$ cat config.mk
export PLATFORM = sky130hd
export DESIGN_NAME = txcad_decoder
export DESIGN_NICKNAME = d
export VERILOG_FILES = /design/src/logic/txcad_pkg.sv /design/src/logic/txcad_span.sv /design/src/logic/txcad_decoder.sv
export SDC_FILE = /design/constraint.sdc
export NUM_CORES = 1
export LEC_CHECK = 0
export ABC_CLOCK_PERIOD_IN_PS = 6200
export BUFFER_PORTS_ARGS = -buffer_cell sky130_fd_sc_hd__buf_2
export CORE_AREA = 2 2 154 156
export CTS_CLUSTER_SIZE = 8
export DETAILED_ROUTE_END_ITERATION = 12
export DIE_AREA = 0 0 156 158
export SETUP_SLACK_MARGIN = 0.4
export SLEW_MARGIN = 5
export SYNTH_ARGS = -nofsm -noshare
export SYNTH_HDL_FRONTEND = slang
export SYNTH_SLANG_ARGS = --single-unit
$ cat constraint.sdc
create_clock -name SYS_CLK_I -period 6.2 [get_ports SYS_CLK_I]
set_input_delay 0.93 -clock SYS_CLK_I [delete_from_list [all_inputs] [get_ports SYS_CLK_I]]
set_output_delay 0.93 -clock SYS_CLK_I [all_outputs]
set_load 0.01 [all_outputs]
$ cat src/logic/txcad_pkg.sv
// Constants and types shared by the transmit command A decoder
`default_nettype none
package txcad_pkg;
   // Command A field positions
   localparam int unsigned ALIGN_HI   = 25;           // End-alignment code, high bit
   localparam int unsigned ALIGN_LO   = 24;           // End-alignment code, low bit
   localparam int unsigned OFS_HI     = 20;           // Start offset, high bit
   localparam int unsigned OFS_LO     = 16;           // Start offset, low bit
   localparam int unsigned FIRST_BIT  = 13;           // First-segment marker
   localparam int unsigned LAST_BIT   = 12;           // Last-segment marker
   localparam int unsigned SIZE_HI    = 10;           // Byte count / packet length top bit
   localparam logic [31:0] RSVD_MASK  = 32'h00E0C800; // Bits 23:21, 15:14, 11
   // End-alignment codes
   localparam logic [1:0]  ALIGN_4    = 2'h0;         // 4-byte
   localparam logic [1:0]  ALIGN_16   = 2'h1;         // 16-byte
   localparam logic [1:0]  ALIGN_32   = 2'h2;         // 32-byte
   localparam logic [1:0]  ALIGN_RSVD = 2'h3;         // Not to be used
   // Register byte offsets
   localparam logic [7:0]  CTRL_OFS   = 8'h00;        // Control
   localparam logic [7:0]  STAT_OFS   = 8'h04;        // Sticky status, read only
   localparam logic [7:0]  CLR_OFS    = 8'h08;        // Status clear, write only
   localparam logic [7:0]  IEN_OFS    = 8'h0C;        // Interrupt enable
   localparam logic [7:0]  CMDA_OFS   = 8'h10;        // Last command A, read only
   localparam logic [7:0]  TOTAL_OFS  = 8'h14;        // Running byte total, read only
   // Reset values
   localparam logic        CTRL_RST   = 1'b1;         // Decoder enabled
   localparam logic [2:0]  IEN_RST    = 3'h0;         // All interrupts masked
   // Status bit positions
   localparam int unsigned ST_ERR     = 0;            // Length mismatch
   localparam int unsigned ST_DONE    = 1;            // Packet closed
   localparam int unsigned ST_BAD     = 2;            // Reserved field used
   // AXI responses
   localparam logic [1:0]  RESP_OKAY  = 2'h0;
   localparam logic [1:0]  RESP_SLV   = 2'h2;
   // Parser states, Gray along the usual path
   typedef enum logic [2:0] {
      ST_IDLE = 3'h0,
      ST_CMDB = 3'h1,
      ST_SKIP = 3'h3,
      ST_DATA = 3'h2,
      ST_PAD  = 3'h6
   } txcad_state_type;
endpackage : txcad_pkg
`default_nettype wire

$ cat src/logic/txcad_span.sv
// Buffer geometry from offset, byte count and end alignment
`default_nettype none
module txcad_span (
   input  wire logic [4:0]  offset_i,    // Start offset in bytes
   input  wire logic [10:0] size_i,      // Buffer byte count
   input  wire logic [1:0]  align_i,     // End-alignment code
   output logic      [11:0] skip_o,      // Whole dwords before data
   output logic      [11:0] data_end_o,  // Dword index after last data dword
   output logic      [11:0] total_end_o, // Dword index after padding
   output logic      [3:0]  first_be_o,  // Lanes of first data dword
   output logic      [3:0]  last_be_o    // Lanes of last data dword
);
   logic [11:0] end_byte; // Offset plus size
   logic [11:0] last_byte; // Index of last valid byte

   // Geometry, padding counted from the start of the data area
   always_comb begin
      end_byte  = {7'h00, offset_i} + {1'b0, size_i};
      last_byte = end_byte - 12'h001;
      skip_o    = {9'h000, offset_i[4:2]};
      // Empty buffer carries no data dword
      data_end_o = (size_i == 11'h000) ? skip_o : 12'((end_byte + 12'h003) >> 2);
      unique case (align_i)
         txcad_pkg::ALIGN_16 : total_end_o = (data_end_o + 12'h003) & 12'hFFC;
         txcad_pkg::ALIGN_32 : total_end_o = (data_end_o + 12'h007) & 12'hFF8;
         default             : total_end_o = data_end_o; // 4-byte or reserved
      endcase
      // Low offset bits pick the first lane [RULE11]
      unique case (offset_i[1:0])
         2'h0    : first_be_o = 4'hF;
         2'h1    : first_be_o = 4'hE;
         2'h2    : first_be_o = 4'hC;
         default : first_be_o = 4'h8;
      endcase
      unique case (last_byte[1:0])
         2'h0    : last_be_o = 4'h1;
         2'h1    : last_be_o = 4'h3;
         2'h2    : last_be_o = 4'h7;
         default : last_be_o = 4'hF;
      endcase
   end
endmodule : txcad_span
`default_nettype wire

$ cat src/logic/txcad_decoder.sv
// Transmit command A decoder with AXI4-Lite registers
// Behaviour
// [RULE1] Host writes zero to all reserved bits
// [RULE2] Bits 20:16 give start offset 0-31
// [RULE3] Bit 13 opens a new packet
// [RULE4] Bit 12 closes the current packet
// [RULE5] Bits 10:0 give buffer byte count
// [RULE6] Count plus alignment gives padding, discarded
// [RULE7] Per-packet total mismatch raises the error flag
// [RULE8] Byte count excludes offset and padding bytes
// [RULE9] Alignment code: 4, 16, 32 bytes, reserved
// [RULE10] Compare total with command B length
// [RULE11] Low offset bits pick the first lane
// [RULE12] First clears total, last triggers compare
`default_nettype none
module txcad_decoder (
   input  wire logic        SYS_CLK_I,       // 20 MHz clock
   input  wire logic        ARST_N_I,        // Async reset, active low
   input  wire logic [31:0] IN_DATA_I,       // Buffer word stream
   input  wire logic        IN_VALID_I,      // Word offered
   output logic             IN_READY_O,      // Word taken
   output logic      [31:0] OUT_DATA_O,      // Data dword
   output logic      [3:0]  OUT_BE_O,        // Valid byte lanes
   output logic             OUT_FIRST_O,     // First dword of packet
   output logic             OUT_LAST_O,      // Last dword of packet
   output logic             OUT_VALID_O,     // Data offered
   input  wire logic        OUT_READY_I,     // Data taken
   output logic             TX_ERROR_FLAG_O, // Length mismatch pulse
   output logic             IRQ_O,           // Level interrupt
   input  wire logic [7:0]  AXI_AWADDR_I,
   input  wire logic        AXI_AWVALID_I,
   output logic             AXI_AWREADY_O,
   input  wire logic [31:0] AXI_WDATA_I,
   input  wire logic [3:0]  AXI_WSTRB_I,
   input  wire logic        AXI_WVALID_I,
   output logic             AXI_WREADY_O,
   output logic      [1:0]  AXI_BRESP_O,
   output logic             AXI_BVALID_O,
   input  wire logic        AXI_BREADY_I,
   input  wire logic [7:0]  AXI_ARADDR_I,
   input  wire logic        AXI_ARVALID_I,
   output logic             AXI_ARREADY_O,
   output logic      [31:0] AXI_RDATA_O,
   output logic      [1:0]  AXI_RRESP_O,
   output logic             AXI_RVALID_O,
   input  wire logic        AXI_RREADY_I
);
   txcad_pkg::txcad_state_type state_reg, state_next; // Parser state
   logic [31:0] cmd_a_reg;      // Latched command A
   logic [11:0] cnt_reg;        // Dword position in data area
   logic [11:0] cnt_inc;        // Position after this word
   logic [11:0] total_reg;      // Running packet byte total
   logic [11:0] sum;            // Total including this buffer
   logic [11:0] skip;           // Dwords skipped by offset
   logic [11:0] data_end;       // End of data dwords
   logic [11:0] total_end;      // End of padding dwords
   logic [3:0]  first_be;       // First dword lanes
   logic [3:0]  last_be;        // Last dword lanes
   logic        acc;            // Input word taken
   logic        enable_reg;     // Decoder enable
   logic [2:0]  status_reg;     // Sticky events
   logic [2:0]  ien_reg;        // Interrupt enables
   logic [2:0]  events;         // Event pulses this cycle
   logic        err_reg;        // Error pulse
   logic        aw_held_reg;    // Write address captured
   logic        w_held_reg;     // Write data captured
   logic [7:0]  awaddr_reg;     // Captured write address
   logic [31:0] wdata_reg;      // Captured write data
   logic        wstrb0_reg;     // Low byte strobe
   logic        wr_do;          // Register write this cycle
   logic        wr_hit;         // Write address mapped

   // Geometry of the current buffer
   txcad_span u_span (
      .offset_i    (cmd_a_reg[txcad_pkg::OFS_HI:txcad_pkg::OFS_LO]), // [RULE2]
      .size_i      (cmd_a_reg[txcad_pkg::SIZE_HI:0]),                // [RULE5] [RULE8]
      .align_i     (cmd_a_reg[txcad_pkg::ALIGN_HI:txcad_pkg::ALIGN_LO]), // [RULE9]
      .skip_o      (skip),
      .data_end_o  (data_end),
      .total_end_o (total_end),
      .first_be_o  (first_be),
      .last_be_o   (last_be)
   );

   // Stall input while data output is blocked or decoder is off
   assign IN_READY_O = enable_reg && !(state_reg == txcad_pkg::ST_DATA && OUT_VALID_O && !OUT_READY_I);
   assign acc        = IN_VALID_I && IN_READY_O;
   assign cnt_inc    = (state_reg == txcad_pkg::ST_CMDB) ? 12'h000 : cnt_reg + 12'h001;
   // First segment restarts the total [RULE12] [RULE3]
   assign sum        = (cmd_a_reg[txcad_pkg::FIRST_BIT] ? 12'h000 : total_reg)
                       + {1'b0, cmd_a_reg[txcad_pkg::SIZE_HI:0]};

   // Next state from the position reached
   always_comb begin
      state_next = state_reg;
      if (acc) begin
         if (state_reg == txcad_pkg::ST_IDLE) begin
            state_next = txcad_pkg::ST_CMDB;
         end else if (cnt_inc >= total_end) begin
            state_next = txcad_pkg::ST_IDLE;
         end else if (cnt_inc >= data_end) begin
            state_next = txcad_pkg::ST_PAD;  // Padding dwords are dropped [RULE6]
         end else if (cnt_inc >= skip) begin
            state_next = txcad_pkg::ST_DATA;
         end else begin
            state_next = txcad_pkg::ST_SKIP; // Whole offset dwords [RULE2]
         end
      end
   end

   // Parser state and position
   always_ff @(posedge SYS_CLK_I or negedge ARST_N_I) begin
      if (!ARST_N_I) begin
         state_reg <= txcad_pkg::ST_IDLE;
         cnt_reg   <= 12'h000;
      end else begin
         state_reg <= state_next;
         if (acc) begin
            cnt_reg <= cnt_inc;
         end
      end
   end

   // Command A capture
   always_ff @(posedge SYS_CLK_I or negedge ARST_N_I) begin
      if (!ARST_N_I) begin
         cmd_a_reg <= 32'h00000000;
      end else if (acc && state_reg == txcad_pkg::ST_IDLE) begin
         cmd_a_reg <= IN_DATA_I;
      end
   end

   // Packet total and length check on command B
   always_ff @(posedge SYS_CLK_I or negedge ARST_N_I) begin
      if (!ARST_N_I) begin
         total_reg <= 12'h000;
         err_reg   <= 1'b0;
      end else begin
         err_reg <= 1'b0;
         if (acc && state_reg == txcad_pkg::ST_CMDB) begin
            total_reg <= sum; // [RULE7]
            if (cmd_a_reg[txcad_pkg::LAST_BIT]) begin
               err_reg <= (sum != {1'b0, IN_DATA_I[txcad_pkg::SIZE_HI:0]}); // [RULE10] [RULE12] [RULE4]
            end
         end
      end
   end
   assign TX_ERROR_FLAG_O = err_reg;

   // Data dword output with lane masks
   always_ff @(posedge SYS_CLK_I or negedge ARST_N_I) begin
      if (!ARST_N_I) begin
         OUT_DATA_O  <= 32'h00000000;
         OUT_BE_O    <= 4'h0;
         OUT_FIRST_O <= 1'b0;
         OUT_LAST_O  <= 1'b0;
         OUT_VALID_O <= 1'b0;
      end else if (acc && state_reg == txcad_pkg::ST_DATA) begin
         OUT_DATA_O  <= IN_DATA_I;
         OUT_BE_O    <= ((cnt_reg == skip) ? first_be : 4'hF)
                        & ((cnt_reg == data_end - 12'h001) ? last_be : 4'hF); // [RULE11]
         OUT_FIRST_O <= cmd_a_reg[txcad_pkg::FIRST_BIT] && cnt_reg == skip;  // [RULE3]
         OUT_LAST_O  <= cmd_a_reg[txcad_pkg::LAST_BIT]
                        && cnt_reg == data_end - 12'h001;                  // [RULE4]
         OUT_VALID_O <= 1'b1;
      end else if (OUT_READY_I) begin
         OUT_VALID_O <= 1'b0;
      end
   end

   // Events: error, packet closed, reserved field in command A
   assign events = {acc && state_reg == txcad_pkg::ST_CMDB
                    && ((cmd_a_reg & txcad_pkg::RSVD_MASK) != 32'h00000000 // [RULE1]
                        || cmd_a_reg[txcad_pkg::ALIGN_HI:txcad_pkg::ALIGN_LO] == txcad_pkg::ALIGN_RSVD),
                    acc && state_reg == txcad_pkg::ST_CMDB && cmd_a_reg[txcad_pkg::LAST_BIT],
                    err_reg};

   // Sticky status, set wins over clear
   always_ff @(posedge SYS_CLK_I or negedge ARST_N_I) begin
      if (!ARST_N_I) begin
         status_reg <= 3'h0;
      end else begin
         status_reg <= events
                       | (status_reg & ~((wr_do && wstrb0_reg && awaddr_reg == txcad_pkg::CLR_OFS)
                                         ? wdata_reg[2:0] : 3'h0));
      end
   end
   assign IRQ_O = |(status_reg & ien_reg);

   // Write channel capture
   assign AXI_AWREADY_O = !aw_held_reg && !AXI_BVALID_O;
   assign AXI_WREADY_O  = !w_held_reg && !AXI_BVALID_O;
   assign wr_do         = aw_held_reg && w_held_reg && !AXI_BVALID_O;
   assign wr_hit        = awaddr_reg == txcad_pkg::CTRL_OFS || awaddr_reg == txcad_pkg::CLR_OFS
                          || awaddr_reg == txcad_pkg::IEN_OFS;
   always_ff @(posedge SYS_CLK_I or negedge ARST_N_I) begin
      if (!ARST_N_I) begin
         aw_held_reg  <= 1'b0;
         w_held_reg   <= 1'b0;
         awaddr_reg   <= 8'h00;
         wdata_reg    <= 32'h00000000;
         wstrb0_reg   <= 1'b0;
         AXI_BVALID_O <= 1'b0;
         AXI_BRESP_O  <= txcad_pkg::RESP_OKAY;
      end else begin
         if (AXI_AWVALID_I && AXI_AWREADY_O) begin
            aw_held_reg <= 1'b1;
            awaddr_reg  <= {AXI_AWADDR_I[7:2], 2'h0};
         end
         if (AXI_WVALID_I && AXI_WREADY_O) begin
            w_held_reg <= 1'b1;
            wdata_reg  <= AXI_WDATA_I;
            wstrb0_reg <= AXI_WSTRB_I[0];
         end
         if (wr_do) begin
            aw_held_reg  <= 1'b0;
            w_held_reg   <= 1'b0;
            AXI_BVALID_O <= 1'b1;
            AXI_BRESP_O  <= wr_hit ? txcad_pkg::RESP_OKAY : txcad_pkg::RESP_SLV;
         end else if (AXI_BREADY_I) begin
            AXI_BVALID_O <= 1'b0;
         end
      end
   end

   // Writable registers, low byte only
   always_ff @(posedge SYS_CLK_I or negedge ARST_N_I) begin
      if (!ARST_N_I) begin
         enable_reg <= txcad_pkg::CTRL_RST;
         ien_reg    <= txcad_pkg::IEN_RST;
      end else if (wr_do && wstrb0_reg) begin
         if (awaddr_reg == txcad_pkg::CTRL_OFS) begin
            enable_reg <= wdata_reg[0];
         end
         if (awaddr_reg == txcad_pkg::IEN_OFS) begin
            ien_reg <= wdata_reg[2:0];
         end
      end
   end

   // Read channel, answer one cycle after the address
   assign AXI_ARREADY_O = !AXI_RVALID_O;
   always_ff @(posedge SYS_CLK_I or negedge ARST_N_I) begin
      if (!ARST_N_I) begin
         AXI_RVALID_O <= 1'b0;
         AXI_RDATA_O  <= 32'h00000000;
         AXI_RRESP_O  <= txcad_pkg::RESP_OKAY;
      end else if (AXI_ARVALID_I && AXI_ARREADY_O) begin
         AXI_RVALID_O <= 1'b1;
         AXI_RRESP_O  <= txcad_pkg::RESP_OKAY;
         unique case ({AXI_ARADDR_I[7:2], 2'h0})
            txcad_pkg::CTRL_OFS  : AXI_RDATA_O <= {31'h0, enable_reg};
            txcad_pkg::STAT_OFS  : AXI_RDATA_O <= {29'h0, status_reg};
            txcad_pkg::IEN_OFS   : AXI_RDATA_O <= {29'h0, ien_reg};
            txcad_pkg::CMDA_OFS  : AXI_RDATA_O <= cmd_a_reg;
            txcad_pkg::TOTAL_OFS : AXI_RDATA_O <= {20'h00000, total_reg};
            default : begin
               AXI_RDATA_O <= 32'h00000000; // Unmapped or write-only
               AXI_RRESP_O <= txcad_pkg::RESP_SLV;
            end
         endcase
      end else if (AXI_RREADY_I) begin
         AXI_RVALID_O <= 1'b0;
      end
   end
endmodule : txcad_decoder
`default_nettype wire

-- Word level (Yosys, flattened, before mapping)
Cells that the tools add are included.
Widths: inputs -> output; s select.
- add/subtract/negate cells: 8
- $lt $le $gt $ge: 3
- equality and inequality tests: 18
- mux-type cells: 28
- bitwise logic cells: 5
- reductions and logical operators: 45
- operators by type and width (kind ; count):
    $pmux 32 s5 ; 1
    $reduce_bool 32->1 ; 1
    $add 12x2->12 const B ; 2
    $ge 12x12->1 ; 2
    $mux 12 ; 2
    $pmux 12 s2 ; 1
    $logic_and 1x1->1 ; 20
    $eq 6x2->1 const B ; 3
    $mux 1 ; 13
    $add 12x1->12 const B ; 1
    $add 12x11->12 ; 1
    $add 12x3->12 const B ; 1
    $add 5x11->12 ; 1
    $eq 12x12->1 ; 1
    $eq 12x3->1 ; 1
    $eq 6x3->1 const B ; 2
    $ge 12x3->1 ; 1
    $mux 3 ; 4
    $ne 12x11->1 ; 1
    $pmux 4 s3 ; 1
    $sub 12x1->12 const B ; 1
    $logic_not 11->1 ; 1
    $mux 10 ; 1
    $reduce_bool 2->1 ; 5
    other kinds (22) ; 39
- register bits after elaboration: 156
- input bits: 93
- output and inout port bits: 83

-- Depth between registers and ports, before layout
Gate-level depths: netlist (run 1).
- depth after elaboration: 9
- gate-level depth with buffers: 21

-- Cells and area by module
From an unflattened synthesis (run 1), not the netlist that was laid out.
- cells, all modules: 1107
- area total of the unflattened synthesis: 10053.4 um^2
- by module, submodules not included (module ; instances ; cells an instance ; area each (um^2)):
    txcad_decoder ; 1 ; 894 ; 8613.3
    txcad_span ; 1 ; 213 ; 1440.1

-- Least setup slack after synthesis (run 1)
No wires, ideal clock.
- path type: reg-to-reg
- start: register cmd_a_reg[0]
- end: register state_reg[0]
- arrival time: 4.298 ns
- required time: 6.084 ns
- path slack: 1.786 ns
- stages on the path, launching flop included: 20
- buffers on the path: 0
- clock period less this slack: 4.414 ns
- cells stage by stage: dfrtp_1 ha_1 fa_1 a211oi_2 o21ba_2 o211ai_1 a31oi_4 inv_2 a21o_1 a221oi_1 nor2_1 a31oi_1 ha_1 a21o_1 a21o_1 a21o_1 a21o_1 a21oi_1 o211ai_1 o311ai_0
- word-level cells in the longest chain between the ends: 8
- ends and longest elaborated chain (element ; line ; source):
    from (decl) ; txcad_decoder.sv:49 ; logic [31:0] cmd_a_reg;
    from (signal assigned) ; txcad_decoder.sv:127 ; cmd_a_reg <= 32'h00000000;
    from (signal assigned) ; txcad_decoder.sv:129 ; cmd_a_reg <= IN_DATA_I;
    $add 5x11->12 ; txcad_span.sv:18 ; end_byte = {7'h00, offset_i} + {1'b0, size_i};
    $add 12x2->12 ; txcad_span.sv:22 ; data_end_o = (size_i == 11'h000) ? skip_o : 12'((end_byte + 12'h003) >> 2);
    $mux 10 (*) ; txcad_span.sv:22 ;
    $add 12x2->12 or $add 12x3->12 (tied branches) ; txcad_span.sv:24, txcad_span.sv:25 ;
    $pmux 12 s2 ; txcad_span.sv:23 ; unique case (align_i)
    $ge 12x12->1 ; txcad_decoder.sv:99 ; end else if (cnt_inc >= total_end) begin
    $mux 3 (*) ; txcad_decoder.sv:99 ;
    $mux 3 (*) ; txcad_decoder.sv:97 ; if (state_reg == txcad_pkg::ST_IDLE) begin
    to (signal assigned) ; txcad_decoder.sv:114 ; state_reg <= txcad_pkg::ST_IDLE;
    to (signal assigned) ; txcad_decoder.sv:117 ; state_reg <= state_next;
    to (decl) ; txcad_decoder.sv:48 ; txcad_pkg::txcad_state_type state_reg, state_next;
Every way passes the cells marked *; elsewhere a longest branch is shown, timed or not.
A chain may end at the register's enable or synchronous reset.

-- Worst setup path after layout (run 1)
Ends and elaborated chain as after synthesis.

==> results.ini, run 1 <==
[sta]
whs_ns=0.472
skew_ns=0.0172
max_freq_mhz=201
fin_crit_ns=4.99
rsz0062_at_grt=no
report.final.slew_viol_count=0
setup_viol=0
slew_headroom=0.304
worst_slew_pin_slew_ns=1.03
fin_crit_sh=0.804
fin_tns_setup_ns=0
hold_violations=0

[clock_network]
clk_pin_slew_ns=0.07
cts_root_buf=clkbuf_16
clock-sinks=154
clk_latency_ns=0.43
cts_hold_buf=0
cts_buffer_depth=2
cts_tree=yes
cts_setup_buffers=0
cts_resized=0
htree_levels=4
numCtsBuffers=17

[routing]
viasPerCell=5.25
wirelength_um=22700
wl_per_cell_um=17.1
drc=0
firstDrtPassIters=5
postRouteAntennaNets=0
vias=6998
drt_iter0_drc=386

[pwr]
switching_share=0.420
p_leak_nw=5.22
ir_worst_vdd_uv=227
seqPwrFrac=0.299
p_total_mw=5.04
pwr-share-clk=0.213
power_density_mw_per_mm2=473
p_switching_mw=2.12
pwr-share-comb=0.487
p_int_mw=2.92

[synth]
postSynth.asyncResetShare=1.00
ys_types=79
syn_inst=905
synth_largest_type_area_fraction=0.422
synth_top_flop_cell=dfrtp_1
synth-edff-count=0
synth_seq_cells=154
post-synth-top-count-cell=dfrtp_1
synth_common_cells=dfrtp_1, nand2_1, mux2_2
avgSynthCellArea_um2=10.0
yosysWarnings=0
syn_area_mm2=0.00908
synth_area_leader_cell=dfrtp_1
seq_area_frac_synth=0.424
yosys-top-cells-area=dfrtp_1, mux2_2, ha_1, nand2_1, o21ai_0

[min_path]
hold-path-cell-count=2
hp-class=reg -> reg
hold_start=AXI_RDATA_O[7]
holdPathEnd=AXI_RDATA_O[7]

[die]
die-width_um=156
die-area_mm2=0.0246
core_area_mm2=0.0231
ioPinCount=176
start_util=0.394
die_h_um=158
num_rows=56

[run]
maxCapViolations=0

[placed_design]
port_buffers=137
dp_hpwl_um=16700
place.gp.congestion=0.865
dp.cells=1300

[worst_setup_path]
worst-setup-path-type=reg -> reg
path_delay_family=compound AO/OA/AOI/OAI gates
crit_slowest_cell=mux2i_1
reg2reg_slack_ns=1.21
worstPathCellList=ha_1 -> fa_1 -> inv_1 -> ha_1 -> xnor2_1 -> mux2i_1 -> ha_1 -> inv_1 -> nand3_1 -> a21oi_1 -> a21oi_1 -> ha_1 -> a21o_1 -> a21o_1 -> a21o_1 -> a21o_1 -> a21o_1 -> a21oi_1 -> o211ai_1 -> o311ai_0
rr_endpoint=state_reg[0]
max_stage_delay_ns=0.65
crit_path_max_fanout=8
crit_top_cell=a21o_1
critical_path_buf_inv_count=2
rr_worst_depth=20
end_kind=flop
reg2reg_from=cmd_a_reg[0]
crit_arrival_ns=5.30
startpoint_type=flop
cp.required_ns=6.52

[run_status]
outcome=finished, final reports clean

[finish]
multi_input_area_mm2=0.00495
nNetsFinal=1172
fin_cells=1332
syn_to_final_growth_pct=17.2
n_fill_cell=2148
diodes=0
seqCellArea_mm2=0.00385
drive_above_1_share=0.274

[global_routing]
grt_util_all_layers=0.189
grt_max_degree=102
grt_pass1_wl_um=36800
grt_pass1_vias=6938
antenna_found_initial=0
grt-ovfl-total=0

-- layout by cell type, fill, tap and decap left out, types with 13 or more instances in the layout --
cell type / n
a21o_1: 21
a21oi_1: 31
buf_2: 136
clkbuf_16: 17
dfrtp_1: 153
ha_1: 48
inv_1: 36
mux2_2: 81
nand2_1: 126
nand3_1: 17
nor2_1: 38
nor2b_1: 14
nor3_1: 14
o21ai_0: 64
xnor2_1: 34
xor2_1: 13
-- kinds of logic (layout without fill, tap and decap cells) --
group,count (synthesis),after routing,synth area share
and+or+nand+nor,284,284,0.154
AOI/OAI and AO/OA,198,198,0.148
DFF,154,154,0.424
muxes,87,87,0.107
buffers and inverters,76,212,0.0325
xor gates and xnor gates,54,54,0.0626
adders and majority gates,50,50,0.0705
other,2,3,0.000827
-- through the flow --
step | instance area (um^2) | util | setup WS, ns
2_1_floorplan | 9080 | - | 1.79
3_3_place_gp | 10000 | 0.435 | 1.21
3_5_place_dp | 10000 | 0.435 | 1.20
4_1_cts | 10600 | 0.462 | 1.19
5_1_grt | 10600 | 0.462 | 0.870
6_report | 10600 | 0.462 | 1.21
-- area by class of cell --
class,count,share of cell area
inverter,38,0.0134
sequential,154,0.362
tap,290,0.0341
clock buffer,18,0.0412
clock inverter,14,0.0161
multi-input combinational,676,0.465
timing repair buffer,142,0.0685
-- layer usage --
metal / track usage / share of wire
met1: 0.248 / 0.45
met2: 0.317 / 0.48
met3: 0.0427 / 0.051
met4: 0.0502 / 0.013
met5: 0 / 0
-- worst max-delay path by stage --
stage	startpoint	endpoint	slack, ns	depth (start not counted)
after floorplan	cmd_a_reg[0]	state_reg[0]	1.79	19
after global placement	cmd_a_reg[0]	state_reg[0]	1.21	20
after detailed placement	cmd_a_reg[0]	state_reg[0]	1.20	20
after CTS	cmd_a_reg[0]	state_reg[0]	1.19	20
after global routing	cmd_a_reg[0]	state_reg[0]	0.87	17
final	cmd_a_reg[0]	state_reg[0]	1.21	20
-- power by group through the flow --
| stage | Sequential (mW) | Combinational (mW) | Clock (mW) |
|---|---|---|---|
| after detailed placement | 1.53 | 2.46 | 0 |
| final | 1.51 | 2.46 | 1.08 |
| after floorplan | 1.43 | 1.93 | 0 |
| after global placement | 1.52 | 2.42 | 0 |
| after CTS | 1.51 | 2.47 | 1.10 |
| after global routing | 1.55 | 2.74 | 1.14 |
-- worst register-to-register path: cells and delay by family (launching register included) --
| family | cells | cell delay (ns) |
|---|---|---|
| compound gates | 10 | 1.69 |
| buf+inv | 2 | 0.19 |
| flops | 1 | 0.45 |
| xor+xnor | 1 | 0.15 |
| simple gates | 1 | 0.08 |
| fa+ha+maj | 5 | 1.66 |
| mux | 1 | 0.65 |
No activity file was read; power rests on OpenSTA's default activity.
==> inputs of run 2 (changes only) <==
--- a/config.mk
+++ b/config.mk
@@ -5,7 +5,7 @@
 export SDC_FILE = /design/constraint.sdc
 export NUM_CORES = 1
 export LEC_CHECK = 0
-export ABC_CLOCK_PERIOD_IN_PS = 6200
+export ABC_CLOCK_PERIOD_IN_PS = 4100
 export BUFFER_PORTS_ARGS = -buffer_cell sky130_fd_sc_hd__buf_2
 export CORE_AREA = 2 2 154 156
 export CTS_CLUSTER_SIZE = 8
==> constraint.sdc (replaced) <==
create_clock -name SYS_CLK_I -period 4.1 [get_ports SYS_CLK_I]
set_input_delay 0.615 -clock SYS_CLK_I [delete_from_list [all_inputs] [get_ports SYS_CLK_I]]
set_output_delay 0.615 -clock SYS_CLK_I [all_outputs]
set_load 0.01 [all_outputs]
==> run 2 against run 1 <==
  * The run now ends with setup timing left
  * Worst hold slack got worse by 0.22 ns
  * Non-clock buffer count grew 80
  * Wire length rose by 6.7%
  * Clock skew decreased by 0.00053 ns
  * Clock power is 52% higher
  * Global-route usage rose by 1.6 points
  * Largest power group unchanged
==> results.ini, run 2 (synthesized netlist as in run 1, its figures left out) <==
[clock_network]
cts_tree=yes
cts_root_buf=clkbuf_16
clock-sinks=154  ; unchanged
clk_latency_ns=0.43  ; about the same
htree_levels=4  ; unchanged
numCtsBuffers=17  ; unchanged
clk_pin_slew_ns=0.07  ; about the same
cts_buffer_depth=2  ; unchanged

[routing]
drc=0  ; unchanged
viasPerCell=5.24  ; -0.19%
drt_iter0_drc=333  ; -14%
firstDrtPassIters=5  ; unchanged
postRouteAntennaNets=0  ; unchanged
wl_per_cell_um=17.2  ; +0.63%
wirelength_um=24200  ; +6.7%
vias=7404  ; +5.8%

[finish]
final_common_cell=dfrtp_1
diodes=0  ; unchanged
n_fill_cell=2164  ; +0.74%
drive_above_1_share=0.345  ; +0.0704
nNetsFinal=1252  ; +6.8%
syn_to_final_growth_pct=26.0
final_core_util=0.496  ; +0.0344
mostFrequentLayoutCells=dfrtp_1, buf_2, nand2_1

[sta]
fin_crit_sh=1.05  ; +0.251
whs_ns=0.254  ; -0.218 ns
setup_ws_ns=-0.225  ; -1.44 ns
report.final.slew_viol_count=0  ; unchanged
worst_slew_pin_slew_ns=1.06  ; +0.0248 ns
rsz0062_at_grt=yes
hold_violations=0  ; unchanged
setup_viol=7  ; +7
fin_crit_ns=4.33  ; -0.662 ns
skew_ns=0.0167  ; -0.000525 ns
max_freq_mhz=231  ; +15%
slew_headroom=0.287  ; -0.0167

[worst_setup_path]
crit_path_max_fanout=3  ; -5
end_kind=flop
rr_worst_depth=20  ; unchanged
crit_arrival_ns=4.64  ; -0.66 ns
worst-setup-path-type=reg -> reg
reg2reg_from=cmd_a_reg[16]
endpoint=state_reg[0]
rr_endpoint=state_reg[0]
reg2reg_slack_ns=-0.23  ; -1.44 ns
cp.required_ns=4.42  ; -2.10 ns
startpoint_type=flop
cp-startpoint=cmd_a_reg[16]

[run_status]
outcome=complete, but fails checks
violations=setup timing

[global_routing]
grt_max_degree=93  ; -8.8%
grt_util_all_layers=0.205  ; +0.0158
grt_pass1_vias=7474  ; +7.7%
grt_pass1_wl_um=39600  ; +7.6%
antenna_found_initial=0  ; unchanged
grt-ovfl-total=0  ; unchanged

[die]
die_h_um=158  ; unchanged
ioPinCount=176  ; unchanged
start_util=0.394  ; unchanged
die-width_um=156  ; unchanged
die-area_mm2=0.0246  ; unchanged
num_rows=56  ; unchanged
core_area_mm2=0.0231  ; unchanged

[placed_design]
dp_hpwl_um=18200  ; +8.7%
place.gp.congestion=0.910  ; +5.3%
port_buffers=137  ; unchanged

[pwr]
ir_worst_vdd_uv=350  ; +54%
power_density_mw_per_mm2=762  ; +61%
p_leak_nw=5.66  ; +8.3%

[min_path]
hp-class=in -> async

[run]
maxCapViolations=0  ; unchanged

run 2: worst max-delay path, stage by stage (launching register included):
cell and delay (ns):
dfrtp_1 0.38, ha_2 0.20, fa_2 0.41, a211oi_4 0.29, buf_6 0.15, nor2_4 0.03, a211o_1 0.32, a31oi_4 0.16
inv_2 0.06, and3_1 0.19, a221oi_2 0.27, nor2_1 0.08, a31oi_1 0.16, ha_1 0.25, a21o_1 0.16, a21o_1 0.19
a21o_1 0.18, a21o_1 0.19, a21oi_2 0.13, o211ai_1 0.14, o311ai_1 0.27
run 2: worst min-delay path by stage:
stage                          startpoint             end  slack (ns)  depth (start not counted)
after global routing             ARST_N_I  AXI_RRESP_O[1]        0.34                          1
after detailed placement  TX_ERROR_FLAG_O   status_reg[0]        0.46                          1
after floorplan                  ARST_N_I  AXI_BRESP_O[1]        0.32                          0
final                            ARST_N_I  AXI_RRESP_O[1]        0.25                          1
after global placement    TX_ERROR_FLAG_O   status_reg[0]        0.46                          1
after CTS                        ARST_N_I  AXI_RRESP_O[1]        0.30                          1
run 2: through the flow:
stage	TNS (ns)	cell area [um^2]	total power, mW	std cells	setup WS [ns]
after floorplan	-0.0356	9140	5.15	906	-0.0356
after detailed placement	-0.754	10600	6.79	1369	-0.236
final	-0.738	11400	8.72	1412	-0.225
after global placement	-0.503	10600	6.73	1369	-0.130
after CTS	-0.299	11300	8.54	1403	-0.162
after global routing	-2.04	11400	9.36	1412	-0.468
run 2: cell type report:
cell class / instances / area [um^2] / area share
repair buffers: 222 / 1370 / 0.119
multi-input cells: 676 / 5100 / 0.446
clock inverters: 14 / 183 / 0.0160
inverters: 38 / 143 / 0.0125
flip-flops and latches: 154 / 3850 / 0.337
well taps: 290 / 363 / 0.0317
clock buffers: 18 / 429 / 0.0375
run 2: repair_timing:
| item | in CTS | in global routing |
|---|---|---|
| gates resized for setup | 5 | 23 |
| setup buffers | 2 | 9 |
| endpoints found under the hold margin | 0 | 0 |
| hold buffers | 0 | 0 |
| pin swaps | 12 | 31 |
| setup endpoints to repair | 7 | 7 |
run 2: where the power goes:
part	leakage [nW]	switching (mW)	total, mW	internal [mW]
Combinational	3.30	2.55	4.92	2.37
Clock	0.291	0.713	1.64	0.925
Sequential	2.06	0.294	2.16	1.86
run 2: routing by layer:
metal / routed length (um) / track usage / up-vias
met2: 11700 / 0.342 / 141
met1: 11000 / 0.272 / 3617
li1: - / - / 3624
met4: 409 / 0.0572 / 0
met3: 1120 / 0.0424 / 22
met5: 0 / 0 / -
